--- src/mts_consts.svh ---
// Register map, command bits, reset values and timing counts of the sequencer
`ifndef MTS_CONSTS_SVH
`define MTS_CONSTS_SVH

// Register byte offsets
`define MTS_OFF_CTRL 8'h00
`define MTS_OFF_CMD 8'h04
`define MTS_OFF_CYC 8'h08
`define MTS_OFF_AVG 8'h0C
`define MTS_OFF_APER 8'h10
`define MTS_OFF_DLY 8'h14
`define MTS_OFF_DROP 8'h18
`define MTS_OFF_HOLD 8'h1C
`define MTS_OFF_STAT 8'h20
`define MTS_OFF_RES 8'h24

// Command register bit positions
`define MTS_CMD_INIT 0
`define MTS_CMD_ABORT 1
`define MTS_CMD_FORCE 2
`define MTS_CMD_BUSTRG 3
`define MTS_CMD_W 4

// Control register width and reset value
`define MTS_CTRL_W 7
`define MTS_CTRL_RST 7'h00

// Timing
`define MTS_CLK_MHZ 200
`define MTS_DROPOUT_NS 25
`define MTS_DROPOUT_CYC ((`MTS_DROPOUT_NS * `MTS_CLK_MHZ + 999) / 1000)

// Reset values of the numeric settings
`define MTS_CYC_RST 32'h00000001
`define MTS_AVG_RST 32'h00000001
`define MTS_APER_RST 32'h00000064
`define MTS_DLY_RST 32'h00000000
`define MTS_HOLD_RST 32'h00000000

`endif

--- src/mts_pkg.sv ---
// Types shared by the measurement trigger sequencer
`default_nettype none
package mts_pkg;

    typedef enum logic [1:0] {
        MTS_IDLE,
        MTS_WAIT,
        MTS_MEAS
    } mts_state_e;

    typedef enum logic [2:0] {
        MTS_SRC_HOLD,
        MTS_SRC_IMM,
        MTS_SRC_INT,
        MTS_SRC_EXT1,
        MTS_SRC_EXT2,
        MTS_SRC_BUS
    } mts_src_e;

    typedef struct packed {
        mts_src_e src;
        logic slope_neg;
        logic moving;
        logic sync_en;
        logic cont;
    } mts_ctrl_s;

endpackage
`default_nettype wire

--- src/mts_sequencer.sv ---
// Trigger and measurement-cycle sequencer with APB register access
//
// Behaviour
// - Three states: idle, waiting, measuring
// - Idle after power-up until started
// - Selected source event moves wait to measure
// - Stay measuring until done, leave at once
// - Continuous mode re-enters waiting after cycle
// - Count one: each start runs one cycle
// - Count above one: run that many cycles
// - Internal trigger waits configured delay first
// - Hold and bus sources trigger by command
// - Immediate source measures without waiting
// - Internal source compares input with level
// - Two external digital trigger inputs
// - Force command triggers any non-immediate source
// - Dropout timer restarts on every threshold crossing
// - Hold-off ignores events after accepted trigger
// - Repeat mode: result after average count
// - Moving mode: result after every measurement
// - Moving results unsettled until count reached
// - Measurement is two chopper phases
// - Sync high for repeat cycle or measurement
// - Cycle count reached returns to idle
// - Average one: single aperture, settled, idle
// - Single runs like continuous, not repeated
// - Abort: idle if single, waiting if continuous
// - Continuous off forces idle
// - Dropout needs signal on far side
//
// Added by the designer: the APB slave port and the placing of the registers.
`timescale 1ns/1ps
`include "mts_consts.svh"
`default_nettype none

module mts_sequencer #(
    parameter int CW = 32
) (
    // Clock and reset
    input wire logic mclk_i,
    input wire logic sys_rst_i,
    // APB slave
    input wire logic psel_i,
    input wire logic penable_i,
    input wire logic pwrite_i,
    input wire logic [7:0] paddr_i,
    input wire logic [31:0] pwdata_i,
    output logic [31:0] prdata_o,
    output logic pready_o,
    output logic pslverr_o,
    // Trigger inputs from pins and the level comparator
    input wire logic int_above_i,
    input wire logic ext1_i,
    input wire logic ext2_i,
    // Sequencer outputs
    output logic sync_o,
    output logic [1:0] state_o,
    output logic chop_inv_o,
    output logic result_o,
    output logic settled_o
);

    function automatic logic addr_hit(input logic [7:0] a);
        addr_hit = (a[1:0] == 2'h0) && (a <= `MTS_OFF_RES);
    endfunction

    mts_pkg::mts_state_e state_r;
    mts_pkg::mts_state_e state_nxt;
    mts_pkg::mts_ctrl_s ctrl_r;
    logic [CW-1:0] cyc_r;
    logic [CW-1:0] avg_r;
    logic [CW-1:0] aper_r;
    logic [CW-1:0] dly_r;
    logic [CW-1:0] drop_r;
    logic [CW-1:0] hold_r;
    logic [CW-1:0] ap_cnt_r;
    logic [CW-1:0] rep_r;
    logic [CW-1:0] dly_cnt_r;
    logic [CW-1:0] drop_cnt_r;
    logic [CW-1:0] hold_cnt_r;
    logic [CW-1:0] cyc_done_r;
    logic [CW-1:0] mov_n_r;
    logic phase_r;
    logic dly_pend_r;
    logic result_r;
    logic settled_r;
    logic [31:0] prdata_r;
    logic [2:0] s1_r;
    logic [2:0] s2_r;
    logic [2:0] s3_r;
    logic [2:0] lvl_r;
    logic [2:0] lvl_q_r;
    logic wr;
    logic wr_ctrl;
    logic [`MTS_CMD_W-1:0] cmd_v;
    logic cont_on;
    logic cont_off;
    logic force_v;
    logic int_x;
    logic drop_ok;
    logic int_evt;
    logic src_evt;
    logic acc;
    logic go_meas;
    logic dly_done;
    logic ap_end;
    logic meas_end;
    logic cyc_end;
    logic res_evt;
    logic start;
    logic [31:0] rd_data;

    // APB decode; zero wait states
    assign wr = psel_i && penable_i && pwrite_i;
    assign wr_ctrl = wr && (paddr_i == `MTS_OFF_CTRL);
    assign cmd_v = (wr && paddr_i == `MTS_OFF_CMD) ? pwdata_i[`MTS_CMD_W-1:0] : '0;
    assign pready_o = 1'b1;
    assign pslverr_o = psel_i && penable_i && !addr_hit(paddr_i);
    assign prdata_o = prdata_r;
    assign cont_on = wr_ctrl && pwdata_i[0] && !ctrl_r.cont;
    assign cont_off = wr_ctrl && !pwdata_i[0] && ctrl_r.cont;

    always_ff @(posedge mclk_i or posedge sys_rst_i) begin
        if (sys_rst_i) begin
            ctrl_r <= mts_pkg::mts_ctrl_s'(`MTS_CTRL_RST);
            cyc_r <= CW'(`MTS_CYC_RST);
            avg_r <= CW'(`MTS_AVG_RST);
            aper_r <= CW'(`MTS_APER_RST);
            dly_r <= CW'(`MTS_DLY_RST);
            drop_r <= CW'(`MTS_DROPOUT_CYC);
            hold_r <= CW'(`MTS_HOLD_RST);
        end else if (wr) begin
            case (paddr_i)
                `MTS_OFF_CTRL: ctrl_r <= mts_pkg::mts_ctrl_s'(pwdata_i[`MTS_CTRL_W-1:0]);
                `MTS_OFF_CYC: cyc_r <= CW'(pwdata_i);
                `MTS_OFF_AVG: avg_r <= CW'(pwdata_i);
                `MTS_OFF_APER: aper_r <= CW'(pwdata_i);
                `MTS_OFF_DLY: dly_r <= CW'(pwdata_i);
                `MTS_OFF_DROP: drop_r <= CW'(pwdata_i);
                `MTS_OFF_HOLD: hold_r <= CW'(pwdata_i);
                default: ;
            endcase
        end
    end

    always_comb begin
        rd_data = 32'h00000000;
        case (paddr_i)
            `MTS_OFF_CTRL: rd_data = 32'(ctrl_r);
            `MTS_OFF_CYC: rd_data = 32'(cyc_r);
            `MTS_OFF_AVG: rd_data = 32'(avg_r);
            `MTS_OFF_APER: rd_data = 32'(aper_r);
            `MTS_OFF_DLY: rd_data = 32'(dly_r);
            `MTS_OFF_DROP: rd_data = 32'(drop_r);
            `MTS_OFF_HOLD: rd_data = 32'(hold_r);
            `MTS_OFF_STAT: rd_data = {26'h0, settled_r, dly_pend_r, phase_r,
                                      (hold_cnt_r != '0), state_r};
            `MTS_OFF_RES: rd_data = 32'(cyc_done_r);
            default: rd_data = 32'h00000000;
        endcase
    end

    // Read data is sampled in the setup phase so it is steady in the access phase
    always_ff @(posedge mclk_i or posedge sys_rst_i) begin
        if (sys_rst_i) begin
            prdata_r <= 32'h00000000;
        end else if (psel_i && !penable_i && !pwrite_i) begin
            prdata_r <= rd_data;
        end
    end

    // Three-stage input capture; a level counts once stages two and three agree
    genvar gi;
    generate
        for (gi = 0; gi < 3; gi++) begin : g_sync
            always_ff @(posedge mclk_i or posedge sys_rst_i) begin
                if (sys_rst_i) begin
                    s1_r[gi] <= 1'b0;
                    s2_r[gi] <= 1'b0;
                    s3_r[gi] <= 1'b0;
                    lvl_r[gi] <= 1'b0;
                    lvl_q_r[gi] <= 1'b0;
                end else begin
                    s1_r[gi] <= (gi == 0) ? int_above_i : (gi == 1) ? ext1_i : ext2_i;
                    s2_r[gi] <= s1_r[gi];
                    s3_r[gi] <= s2_r[gi];
                    if (s2_r[gi] == s3_r[gi]) begin
                        lvl_r[gi] <= s3_r[gi];
                    end
                    lvl_q_r[gi] <= lvl_r[gi];
                end
            end
        end
    endgenerate

    // Internal trigger: crossing in the chosen slope after a full dropout interval
    assign int_x = lvl_r[0] != lvl_q_r[0];
    assign drop_ok = drop_cnt_r >= drop_r;
    assign int_evt = int_x && drop_ok && (lvl_r[0] != ctrl_r.slope_neg);

    always_ff @(posedge mclk_i or posedge sys_rst_i) begin
        if (sys_rst_i) begin
            drop_cnt_r <= '0;
        end else if (int_x) begin
            drop_cnt_r <= '0;
        end else if (!drop_ok) begin
            drop_cnt_r <= drop_cnt_r + CW'(1);
        end
    end

    always_comb begin
        case (ctrl_r.src)
            mts_pkg::MTS_SRC_INT: src_evt = int_evt;
            mts_pkg::MTS_SRC_EXT1: src_evt = lvl_r[1] && !lvl_q_r[1];
            mts_pkg::MTS_SRC_EXT2: src_evt = lvl_r[2] && !lvl_q_r[2];
            mts_pkg::MTS_SRC_BUS: src_evt = cmd_v[`MTS_CMD_BUSTRG];
            default: src_evt = 1'b0;
        endcase
    end

    assign force_v = cmd_v[`MTS_CMD_FORCE] && (ctrl_r.src != mts_pkg::MTS_SRC_IMM);
    assign dly_done = dly_pend_r && (dly_cnt_r + CW'(1) >= dly_r);

    // Phase timing; an aperture of zero is treated as one cycle
    assign ap_end = ap_cnt_r + CW'(1) >= aper_r;
    assign meas_end = ap_end && (phase_r || avg_r <= CW'(1));
    assign cyc_end = meas_end && (ctrl_r.moving || avg_r <= CW'(1)
                     || rep_r + CW'(1) >= avg_r);
    assign res_evt = (state_r == mts_pkg::MTS_MEAS) && cyc_end
                     && !cmd_v[`MTS_CMD_ABORT] && !cont_off;
    assign start = (state_r == mts_pkg::MTS_IDLE) && (state_nxt == mts_pkg::MTS_WAIT);

    always_comb begin
        state_nxt = state_r;
        go_meas = 1'b0;
        acc = 1'b0;
        if (cmd_v[`MTS_CMD_ABORT]) begin
            state_nxt = ctrl_r.cont ? mts_pkg::MTS_WAIT : mts_pkg::MTS_IDLE;
        end else if (cont_off) begin
            state_nxt = mts_pkg::MTS_IDLE;
        end else begin
            case (state_r)
                mts_pkg::MTS_IDLE: begin
                    if (cont_on || cmd_v[`MTS_CMD_INIT]) begin
                        state_nxt = mts_pkg::MTS_WAIT;
                    end
                end
                mts_pkg::MTS_WAIT: begin
                    if (ctrl_r.src == mts_pkg::MTS_SRC_IMM || force_v || dly_done) begin
                        go_meas = 1'b1;
                    end else if (src_evt && !dly_pend_r && hold_cnt_r == '0) begin
                        acc = 1'b1;
                        go_meas = (dly_r == '0);
                    end
                    if (go_meas) begin
                        state_nxt = mts_pkg::MTS_MEAS;
                    end
                end
                mts_pkg::MTS_MEAS: begin
                    if (res_evt) begin
                        if (ctrl_r.cont || cyc_done_r + CW'(1) < cyc_r) begin
                            state_nxt = mts_pkg::MTS_WAIT;
                        end else begin
                            state_nxt = mts_pkg::MTS_IDLE;
                        end
                    end
                end
                default: state_nxt = mts_pkg::MTS_IDLE;
            endcase
        end
    end

    always_ff @(posedge mclk_i or posedge sys_rst_i) begin
        if (sys_rst_i) begin
            state_r <= mts_pkg::MTS_IDLE;
        end else begin
            state_r <= state_nxt;
        end
    end

    // Trigger delay and hold-off timers
    always_ff @(posedge mclk_i or posedge sys_rst_i) begin
        if (sys_rst_i) begin
            dly_pend_r <= 1'b0;
            dly_cnt_r <= '0;
        end else if (state_nxt != mts_pkg::MTS_WAIT || go_meas) begin
            dly_pend_r <= 1'b0;
            dly_cnt_r <= '0;
        end else if (acc) begin
            dly_pend_r <= 1'b1;
            dly_cnt_r <= '0;
        end else if (dly_pend_r) begin
            dly_cnt_r <= dly_cnt_r + CW'(1);
        end
    end

    always_ff @(posedge mclk_i or posedge sys_rst_i) begin
        if (sys_rst_i) begin
            hold_cnt_r <= '0;
        end else if (acc) begin
            hold_cnt_r <= hold_r;
        end else if (hold_cnt_r != '0) begin
            hold_cnt_r <= hold_cnt_r - CW'(1);
        end
    end

    // Chopper phases and repetitions inside a measurement
    always_ff @(posedge mclk_i or posedge sys_rst_i) begin
        if (sys_rst_i) begin
            ap_cnt_r <= '0;
            phase_r <= 1'b0;
            rep_r <= '0;
        end else if (state_nxt != mts_pkg::MTS_MEAS || state_r != mts_pkg::MTS_MEAS) begin
            ap_cnt_r <= '0;
            phase_r <= 1'b0;
            rep_r <= '0;
        end else if (ap_end) begin
            ap_cnt_r <= '0;
            if (meas_end) begin
                phase_r <= 1'b0;
                rep_r <= rep_r + CW'(1);
            end else begin
                phase_r <= 1'b1;
            end
        end else begin
            ap_cnt_r <= ap_cnt_r + CW'(1);
        end
    end

    // Result bookkeeping
    always_ff @(posedge mclk_i or posedge sys_rst_i) begin
        if (sys_rst_i) begin
            cyc_done_r <= '0;
            mov_n_r <= '0;
        end else if (start || cmd_v[`MTS_CMD_ABORT]) begin
            cyc_done_r <= start ? '0 : cyc_done_r;
            mov_n_r <= '0;
        end else if (res_evt) begin
            cyc_done_r <= cyc_done_r + CW'(1);
            if (mov_n_r < avg_r) begin
                mov_n_r <= mov_n_r + CW'(1);
            end
        end
    end

    always_ff @(posedge mclk_i or posedge sys_rst_i) begin
        if (sys_rst_i) begin
            result_r <= 1'b0;
            settled_r <= 1'b0;
        end else begin
            result_r <= res_evt;
            if (res_evt) begin
                settled_r <= !ctrl_r.moving || mov_n_r + CW'(1) >= avg_r;
            end
        end
    end

    // Sync follows the measuring state, which spans the whole repeat cycle
    assign sync_o = ctrl_r.sync_en && (state_r == mts_pkg::MTS_MEAS);
    assign state_o = state_r;
    assign chop_inv_o = phase_r;
    assign result_o = result_r;
    assign settled_o = settled_r;
endmodule // mts_sequencer

`default_nettype wire

--- config.mk ---
export PLATFORM = sky130hd
export DESIGN_NAME = mts_sequencer
export DESIGN_NICKNAME = d
export VERILOG_FILES = /design/src/mts_pkg.sv /design/src/mts_sequencer.sv
export VERILOG_INCLUDE_DIRS = /design/src
export SDC_FILE = /design/constraint.sdc
export NUM_CORES = 1
export LEC_CHECK = 0
export BUFFER_PORTS_ARGS = -buffer_cell sky130_fd_sc_hd__buf_4
export CAP_MARGIN = 10
export CORE_UTILIZATION = 40
export CTS_BUF_LIST = sky130_fd_sc_hd__clkbuf_8
export CTS_CLUSTER_DIAMETER = 100
export CTS_CLUSTER_SIZE = 40
export DETAILED_ROUTE_END_ITERATION = 6
export GPL_ROUTABILITY_DRIVEN = 0
export HOLD_SLACK_MARGIN = 0.05
export SYNTH_ARGS = -nofsm -noshare
export SYNTH_HDL_FRONTEND = slang
export SYNTH_SLANG_ARGS = --single-unit
--- constraint.sdc ---
create_clock -name mclk_i -period 19.4 [get_ports mclk_i]
set_input_delay 3.88 -clock mclk_i [delete_from_list [all_inputs] [get_ports mclk_i]]
set_output_delay 3.88 -clock mclk_i [all_outputs]
set_load 0.01 [all_outputs]
==> results.cfg, run 1 <==
[sta]
final.hold.worst_slack_ns = 0.3465
maxClockFrequency_mhz = 119.5
rsz0062_at_grt = false
maxSlewViolCount = 0
finalWorstPathRequiredPeriod_ns = 8.368
fin_setup_tns_ns = 0
worst_slew_pin_slew_ns = 1.143
hold_viol_final = 0
worst_clock_skew_ns = 0.06597
finalCritPeriodShare = 0.4314
setup_viol_count_final = 0
slew_headroom = 0.2360

[critical_path]
critical_setup_path_kind = primary input to output pin
regToRegStartpoint = rep_r[0]
ff2ff_setup_slack_ns = 13.00
worst-endpoint-required_ns = 15.52
timing.critical_path.from_type = primary input
worstReg2RegEnd = mov_n_r[18]
rr_worst_depth = 21
endpoint_kind = output pin
crit_start = paddr_i[1]
cp_max_fo = 4
critPathCapture = pslverr_o
arrival_ns = 4.49

[detailed_routing]
detailedRoute.firstIterationViolations = 1842
drtAntennaViolNets = 0
drt-total-wl_um = 89360
avgViaCountPerCell = 5.889
first_pass_iters = 7
via_count = 22730
drt-wirelength-per-cell_um = 23.15
drcViolationCount = 1

[power]
share_of_total_power_consumed_by_net_switching = 0.3234
sequential_group_share_of_total_power = 0.575
power_per_cell_area_mw_per_mm2 = 60.54
leakage_dissipation_nw = 14.04
report.power.total_mw = 1.863
combinationalPowerShare = 0.143
net-switching-power_mw = 0.6024
cell_internal_pwr_mw = 1.260
ir_worst_vdd_v = 0.00005097
pwr-share-clk = 0.282

[synthesis]
synth-edff-count = 0
async_set_reset_flop_share_out_of_synthesis = 1.000
total_of_flip_flops_plus_latches_after_synthesis = 476
postSynthAreaPerCell_um2 = 9.924
seq_area_frac_synth = 0.4193
synth.top_cell.area_share = 0.4128
synth_top_flop_cell = dfrtp_1
biggest_area_contributors_in_the_synthesized_netlist = dfrtp_1 41%, ha_1 10%, mux2_2 7.9%
synthDominantAreaCellType = dfrtp_1
netlist_instances = 2865
syn-cell-area_mm2 = 0.02843
post_synth_num_cell_types = 78
synth-warning-count = 0
mappedNetlistNets = 3143

[floorplan]
top_level_ports = 88
fp.dieArea_mm2 = 0.07215
chipWidth_um = 268.6
row_count = 97
start_util = 0.4053
coreArea_mm2 = 0.07015
floorplan.die.height_um = 268.6

[clocking]
clock_insertion_delay_worst_skew_ns = 0.74
ctsHtreeMaxLevel = 1
cts_buffers = 21
ctsResizeCount = 0
hold_buffers_post_cts = 0
clk_path_buf_depth = 3
cts_tree = done
clk_root_buffer_cell = clkbuf_8
clock_sinks = 476
clkTransAtPathRegs_ns = 0.22
postCtsSetupBuffers = 0

[grt]
grt_pass1_vias = 22120
grt_antenna_before_repair = 6
wire_length_of_the_first_global_routing_pass_um = 136100
grt-ovfl-total = 0
grt_start_max_net_pins = 113
grt_util_all_layers = 0.2478

[finish]
flow.area_growth_from_synthesis_pct = 8.212
drive_gt1_frac = 0.1386
finish.net_count = 3179

[place]
detailedPlacementHpwl_um = 67640
portBuffers = 86

[hold_path]
holdPathStages = 0
worstHoldPathType = register to register

[flow_run]
max-cap-violations = 0

[run_status]
violations = design-rule violations
status = complete, but fails checks
-- power by group through the flow --
stage	Combinational [mW]	Sequential [mW]	Clock, mW
finish	0.267	1.07	0.526
global route	0.294	1.07	0.569
CTS	0.265	1.07	0.542
detailed placement	0.264	1.09	0
global placement	0.257	1.09	0
floorplan	0.158	1.07	0
-- how the worst min path moves through the flow --
stage | startpoint | endpoint | slack (ns)
after floorplan | s1_r[0] | s2_r[0] | 0.33
after global placement | s1_r[0] | s2_r[0] | 0.34
after detailed placement | s1_r[0] | s2_r[0] | 0.34
after CTS | s1_r[2] | s2_r[2] | 0.35
after global routing | s1_r[2] | s2_r[2] | 0.35
final | s1_r[2] | s2_r[2] | 0.35
-- Yosys cell counts, types with 8 or more instances --
| library cell | instances |
|---|---|
| nand2_1 | 207 |
| clkbuf_1 | 79 |
| a32o_1 | 19 |
| and2_1 | 17 |
| or2_2 | 16 |
| a222oi_1 | 30 |
| a31oi_1 | 37 |
| nor4_1 | 35 |
| a21o_1 | 34 |
| a22oi_1 | 18 |
| and4_1 | 18 |
| ha_1 | 230 |
| a21oi_1 | 140 |
| nor2_1 | 200 |
| a211oi_1 | 14 |
| xnor2_1 | 118 |
| nand3_1 | 106 |
| dfrtp_1 | 469 |
| a22o_1 | 30 |
| nand2b_1 | 14 |
| a221oi_1 | 36 |
| nand3b_1 | 8 |
| and3_1 | 76 |
| or3_1 | 44 |
| or4_1 | 11 |
| o31ai_1 | 14 |
| nor2b_1 | 28 |
| mux2_2 | 199 |
| buf_1 | 19 |
| o21ai_0 | 94 |
| xor2_1 | 105 |
| nand4_1 | 68 |
| nor3_1 | 34 |
| o211ai_1 | 22 |
| inv_1 | 186 |
-- cells by family after synthesis --
kind of cell | share of synthesized area
muxes | 0.08058
DFF | 0.4193
adders and majority gates | 0.1023
xor gates and xnor gates | 0.06870
other | 0.0001319
buffers and inverters | 0.03978
AOI/OAI and AO/OA | 0.1267
and+or+nand+nor | 0.1626
-- worst max-delay path, cell delays in order --
cell	delay (ns)
buf_4	0.12
nor2_1	0.21
a31oi_1	0.13
buf_4	0.16
-- placed cells by master (no fill, tap or decap), types with 11 or more instances in the layout --
cell,instances
dfrtp_1,469
mux2_2,199
nand3_1,106
a22oi_1,18
nand2_1,207
and3_1,76
a211oi_1,14
xnor2_1,118
or3_1,44
nor3_1,33
inv_1,186
and2_1,17
o31ai_1,14
xor2_1,104
a32o_1,19
o211ai_1,22
or2_2,16
o21ai_0,94
nand4_1,68
ha_1,230
a21o_1,34
or4_1,11
nand2b_1,14
a21oi_1,139
clkbuf_8,21
a222oi_1,30
a31oi_1,37
a221oi_1,36
nor2_1,193
buf_4,119
and4_1,18
a22o_1,30
nor4_1,35
nor2b_1,28
-- per-stage QoR --
step | setup slack [ns] | util | cell area [µm²] | std cells
after CTS | 11.04 | 0.4377 | 30710 | 3852
final | 11.03 | 0.4386 | 30770 | 3860
after global placement | 11.02 | 0.4292 | 30110 | 3815
after floorplan | 2.252 | - | 28430 | 2865
after global routing | 10.98 | 0.4386 | 30770 | 3860
after detailed placement | 11.04 | 0.4292 | 30110 | 3815
-- layer usage --
| metal | up-vias | routed length, µm | share of wire | GRT usage |
|---|---|---|---|---|
| met5 | - | 25 | 0.00028 | 0 |
| met2 | 754 | 40820 | 0.46 | 0.3955 |
| met3 | 156 | 5839 | 0.065 | 0.03680 |
| met1 | 11410 | 39000 | 0.44 | 0.3378 |
| met4 | 4 | 3667 | 0.041 | 0.09736 |
| li1 | 10410 | - | - | - |
-- area by class of cell --
type | count | area [µm²]
Multi-Input combinational cell | 2094 | 15420
Fill cell | 6744 | 39380
Clock inverter | 16 | 306.5
Sequential cell | 476 | 11920
Antenna cell | 5 | 12.51
Clock buffer | 21 | 289.0
Timing Repair Buffer | 121 | 933.4
Inverter | 187 | 709.4
Tap cell | 940 | 1176
No activity file was read; power rests on OpenSTA's default activity.
==> run 2, diff against run 1 <==
clock period = 7.4 ns   (was 19.4 ns; I/O delays follow)
==> run 2 against run 1 <==
Compared with the run above:
- the run now ends clean
- hold slack gained 0.036 ns
- worst setup slack got worse by 9.6 ns
- clock power rose to 2.6 times the previous value
- design area barely moved
- sequential share of layout area about the same
- register-to-register slack worse by 12 ns
- cell count barely moved
- flip-flop and latch count stayed put
- critical path depth up 14
- largest cell class unchanged
==> results.cfg, run 2 (synthesis gave the netlist of run 1 again) <==
[run_status]
status = finished, final reports clean

[detailed_routing]
drcViolationCount = 0
drt-wirelength-per-cell_um = 23.70
via_count = 22920
drtAntennaViolNets = 0
drt-total-wl_um = 91470
detailedRoute.firstIterationViolations = 2030
first_pass_iters = 6
avgViaCountPerCell = 5.939

[floorplan]
floorplan.die.height_um = 268.6
chipWidth_um = 268.6
top_level_ports = 88
coreArea_mm2 = 0.07015
start_util = 0.4053
row_count = 97
fp.dieArea_mm2 = 0.07215

[place]
portBuffers = 86
detailedPlacementHpwl_um = 68720
pre_cts_ws_ns = 1.607

[clocking]
hold_buffers_post_cts = 0
clock_sinks = 476
clkTransAtPathRegs_ns = 0.21
postCtsSetupBuffers = 0
ctsResizeCount = 0
clk_root_buffer_cell = clkbuf_8
clk_path_buf_depth = 3
ctsHtreeMaxLevel = 1
clock_insertion_delay_worst_skew_ns = 0.72
cts_tree = done
cts_buffers = 21

[critical_path]
endpoint_kind = register
worst-path-buf-inv = 2
cp_max_fo = 33
max_stage_delay_ns = 0.85
worst-endpoint-required_ns = 7.95
critPathSlowestCell = nand2_1
critical_setup_path_kind = register to register
timing.critical_path.from_type = register
worstPathCellList = and3_1 -> and3_1 -> and2_1 -> nand4_1 -> or2_2 -> nor4_1 -> xor2_1 -> ha_1 -> nand4_1 -> or3_1 -> a2111oi_1 -> o311ai_1 -> nand2_1 -> buf_4 -> nand3_1 -> buf_4 -> nand2_1 -> nor2_1
arrival_ns = 6.53
timing.critical_path.depth = 18
worst_path_dominant_cell_family = simple AND/OR/NAND/NOR gates
rr_worst_depth = 18

[sta]
hold_viol_final = 0
worst_slew_pin_slew_ns = 1.178
final.hold.worst_slack_ns = 0.3825
fin_setup_tns_ns = 0
slew_headroom = 0.2126
worst_clock_skew_ns = 0.07964
maxClockFrequency_mhz = 167.4
maxSlewViolCount = 0
finalCritPeriodShare = 0.8073
setup_viol_count_final = 0
finalWorstPathRequiredPeriod_ns = 5.974
final.setup.worst_slack_ns = 1.426
rsz0062_at_grt = false

[finish]
leading_cell_type_in_the_layout_fill_and_taps_excluded = dfrtp_1
final_util = 0.4387
flow.area_growth_from_synthesis_pct = 8.247
fill_cells = 6762
drive_gt1_frac = 0.1390
finish.net_count = 3179
most-common-layout-cells = 469 x dfrtp_1, 230 x ha_1, 207 x nand2_1, 199 x mux2_2, 193 x nor2_1

[power]
leakage_dissipation_nw = 14.03
sequential_group_share_of_total_power = 0.576
combinationalPowerShare = 0.143
ir_worst_vdd_v = 0.0001933
power_per_cell_area_mw_per_mm2 = 158.3
cell_internal_pwr_mw = 3.302
report.power.total_mw = 4.873
net-switching-power_mw = 1.571
share_of_total_power_consumed_by_net_switching = 0.3224
pwr-share-clk = 0.281

[grt]
grt_start_max_net_pins = 172
grt_antenna_before_repair = 7
grt_pass1_vias = 22720
grt-ovfl-total = 0
wire_length_of_the_first_global_routing_pass_um = 139400
grt_util_all_layers = 0.2542

[hold_path]
worstHoldPathType = register to register
holdPathStages = 0

[flow_run]
max-cap-violations = 0
-- run 2: cell count changes in the layout (fill, tap and decap cells not counted), sizes merged --
cell / before / now
inv: 194 / 191
clkinv: 8 / 10
buf: 120 / 121
dlymetal6s2s: 1 / 0
-- run 2: layout make-up --
type | instances | area [µm²] | share of cell area
Timing Repair Buffer | 121 | 942.2 | 0.03061
Multi-Input combinational cell | 2094 | 15420 | 0.5011
Clock buffer | 21 | 289.0 | 0.009391
Tap cell | 940 | 1176 | 0.03822
Inverter | 187 | 705.7 | 0.02293
Antenna cell | 5 | 12.51 | 0.0004066
Sequential cell | 476 | 11920 | 0.3873
Clock inverter | 15 | 307.8 | 0.01000
-- run 2: stage by stage --
stage | area [µm²] | cells
after floorplan | 28430 | 2865
after global placement | 30160 | 3817
after detailed placement | 30160 | 3818
after CTS | 30760 | 3854
after global routing | 30770 | 3857
final | 30780 | 3859
-- run 2: worst register-to-register path, stage by stage (launching register included) --
cell	delay (ns)
dfrtp_1	0.44
and3_1	0.21
and3_1	0.19
and2_1	0.26
nand4_1	0.16
or2_2	0.38
nor4_1	0.38
xor2_1	0.16
ha_1	0.32
nand4_1	0.14
or3_1	0.40
a2111oi_1	0.56
o311ai_1	0.28
nand2_1	0.12
buf_4	0.37
nand3_1	0.19
buf_4	0.25
nand2_1	0.85
nor2_1	0.16
-- run 2: final timing paths --
kind	from	end	slack [ns]
min in group asynchronous	sys_rst_i	rep_r[19]	0.83
hold / removal	s1_r[1]	s2_r[1]	0.38
setup reg to reg	ap_cnt_r[2]	rep_r[20]	1.43
hold reg to reg	s1_r[1]	s2_r[1]	0.38
max in group asynchronous	sys_rst_i	dly_r[27]	5.14
setup / recovery	ap_cnt_r[2]	rep_r[20]	1.43
-- run 2: power by group through the flow --
| stage | sequential [mW] | clock, mW | combinational (mW) |
|---|---|---|---|
| 2_1_floorplan | 2.82 | 0 | 0.413 |
| 3_3_place_gp | 2.84 | 0 | 0.677 |
| 3_5_place_dp | 2.85 | 0 | 0.692 |
| 4_1_cts | 2.80 | 1.40 | 0.695 |
| 5_1_grt | 2.81 | 1.48 | 0.770 |
| 6_report | 2.81 | 1.37 | 0.699 |
-- run 2: routing by layer --
| layer | up-vias | part of all wire | global-route usage |
|---|---|---|---|
| met3 | 179 | 0.077 | 0.04877 |
| met4 | 4 | 0.046 | 0.1066 |
| li1 | 10430 | - | - |
| met1 | 11500 | 0.42 | 0.3367 |
| met2 | 804 | 0.45 | 0.4058 |
| met5 | - | 0.00025 | 0 |
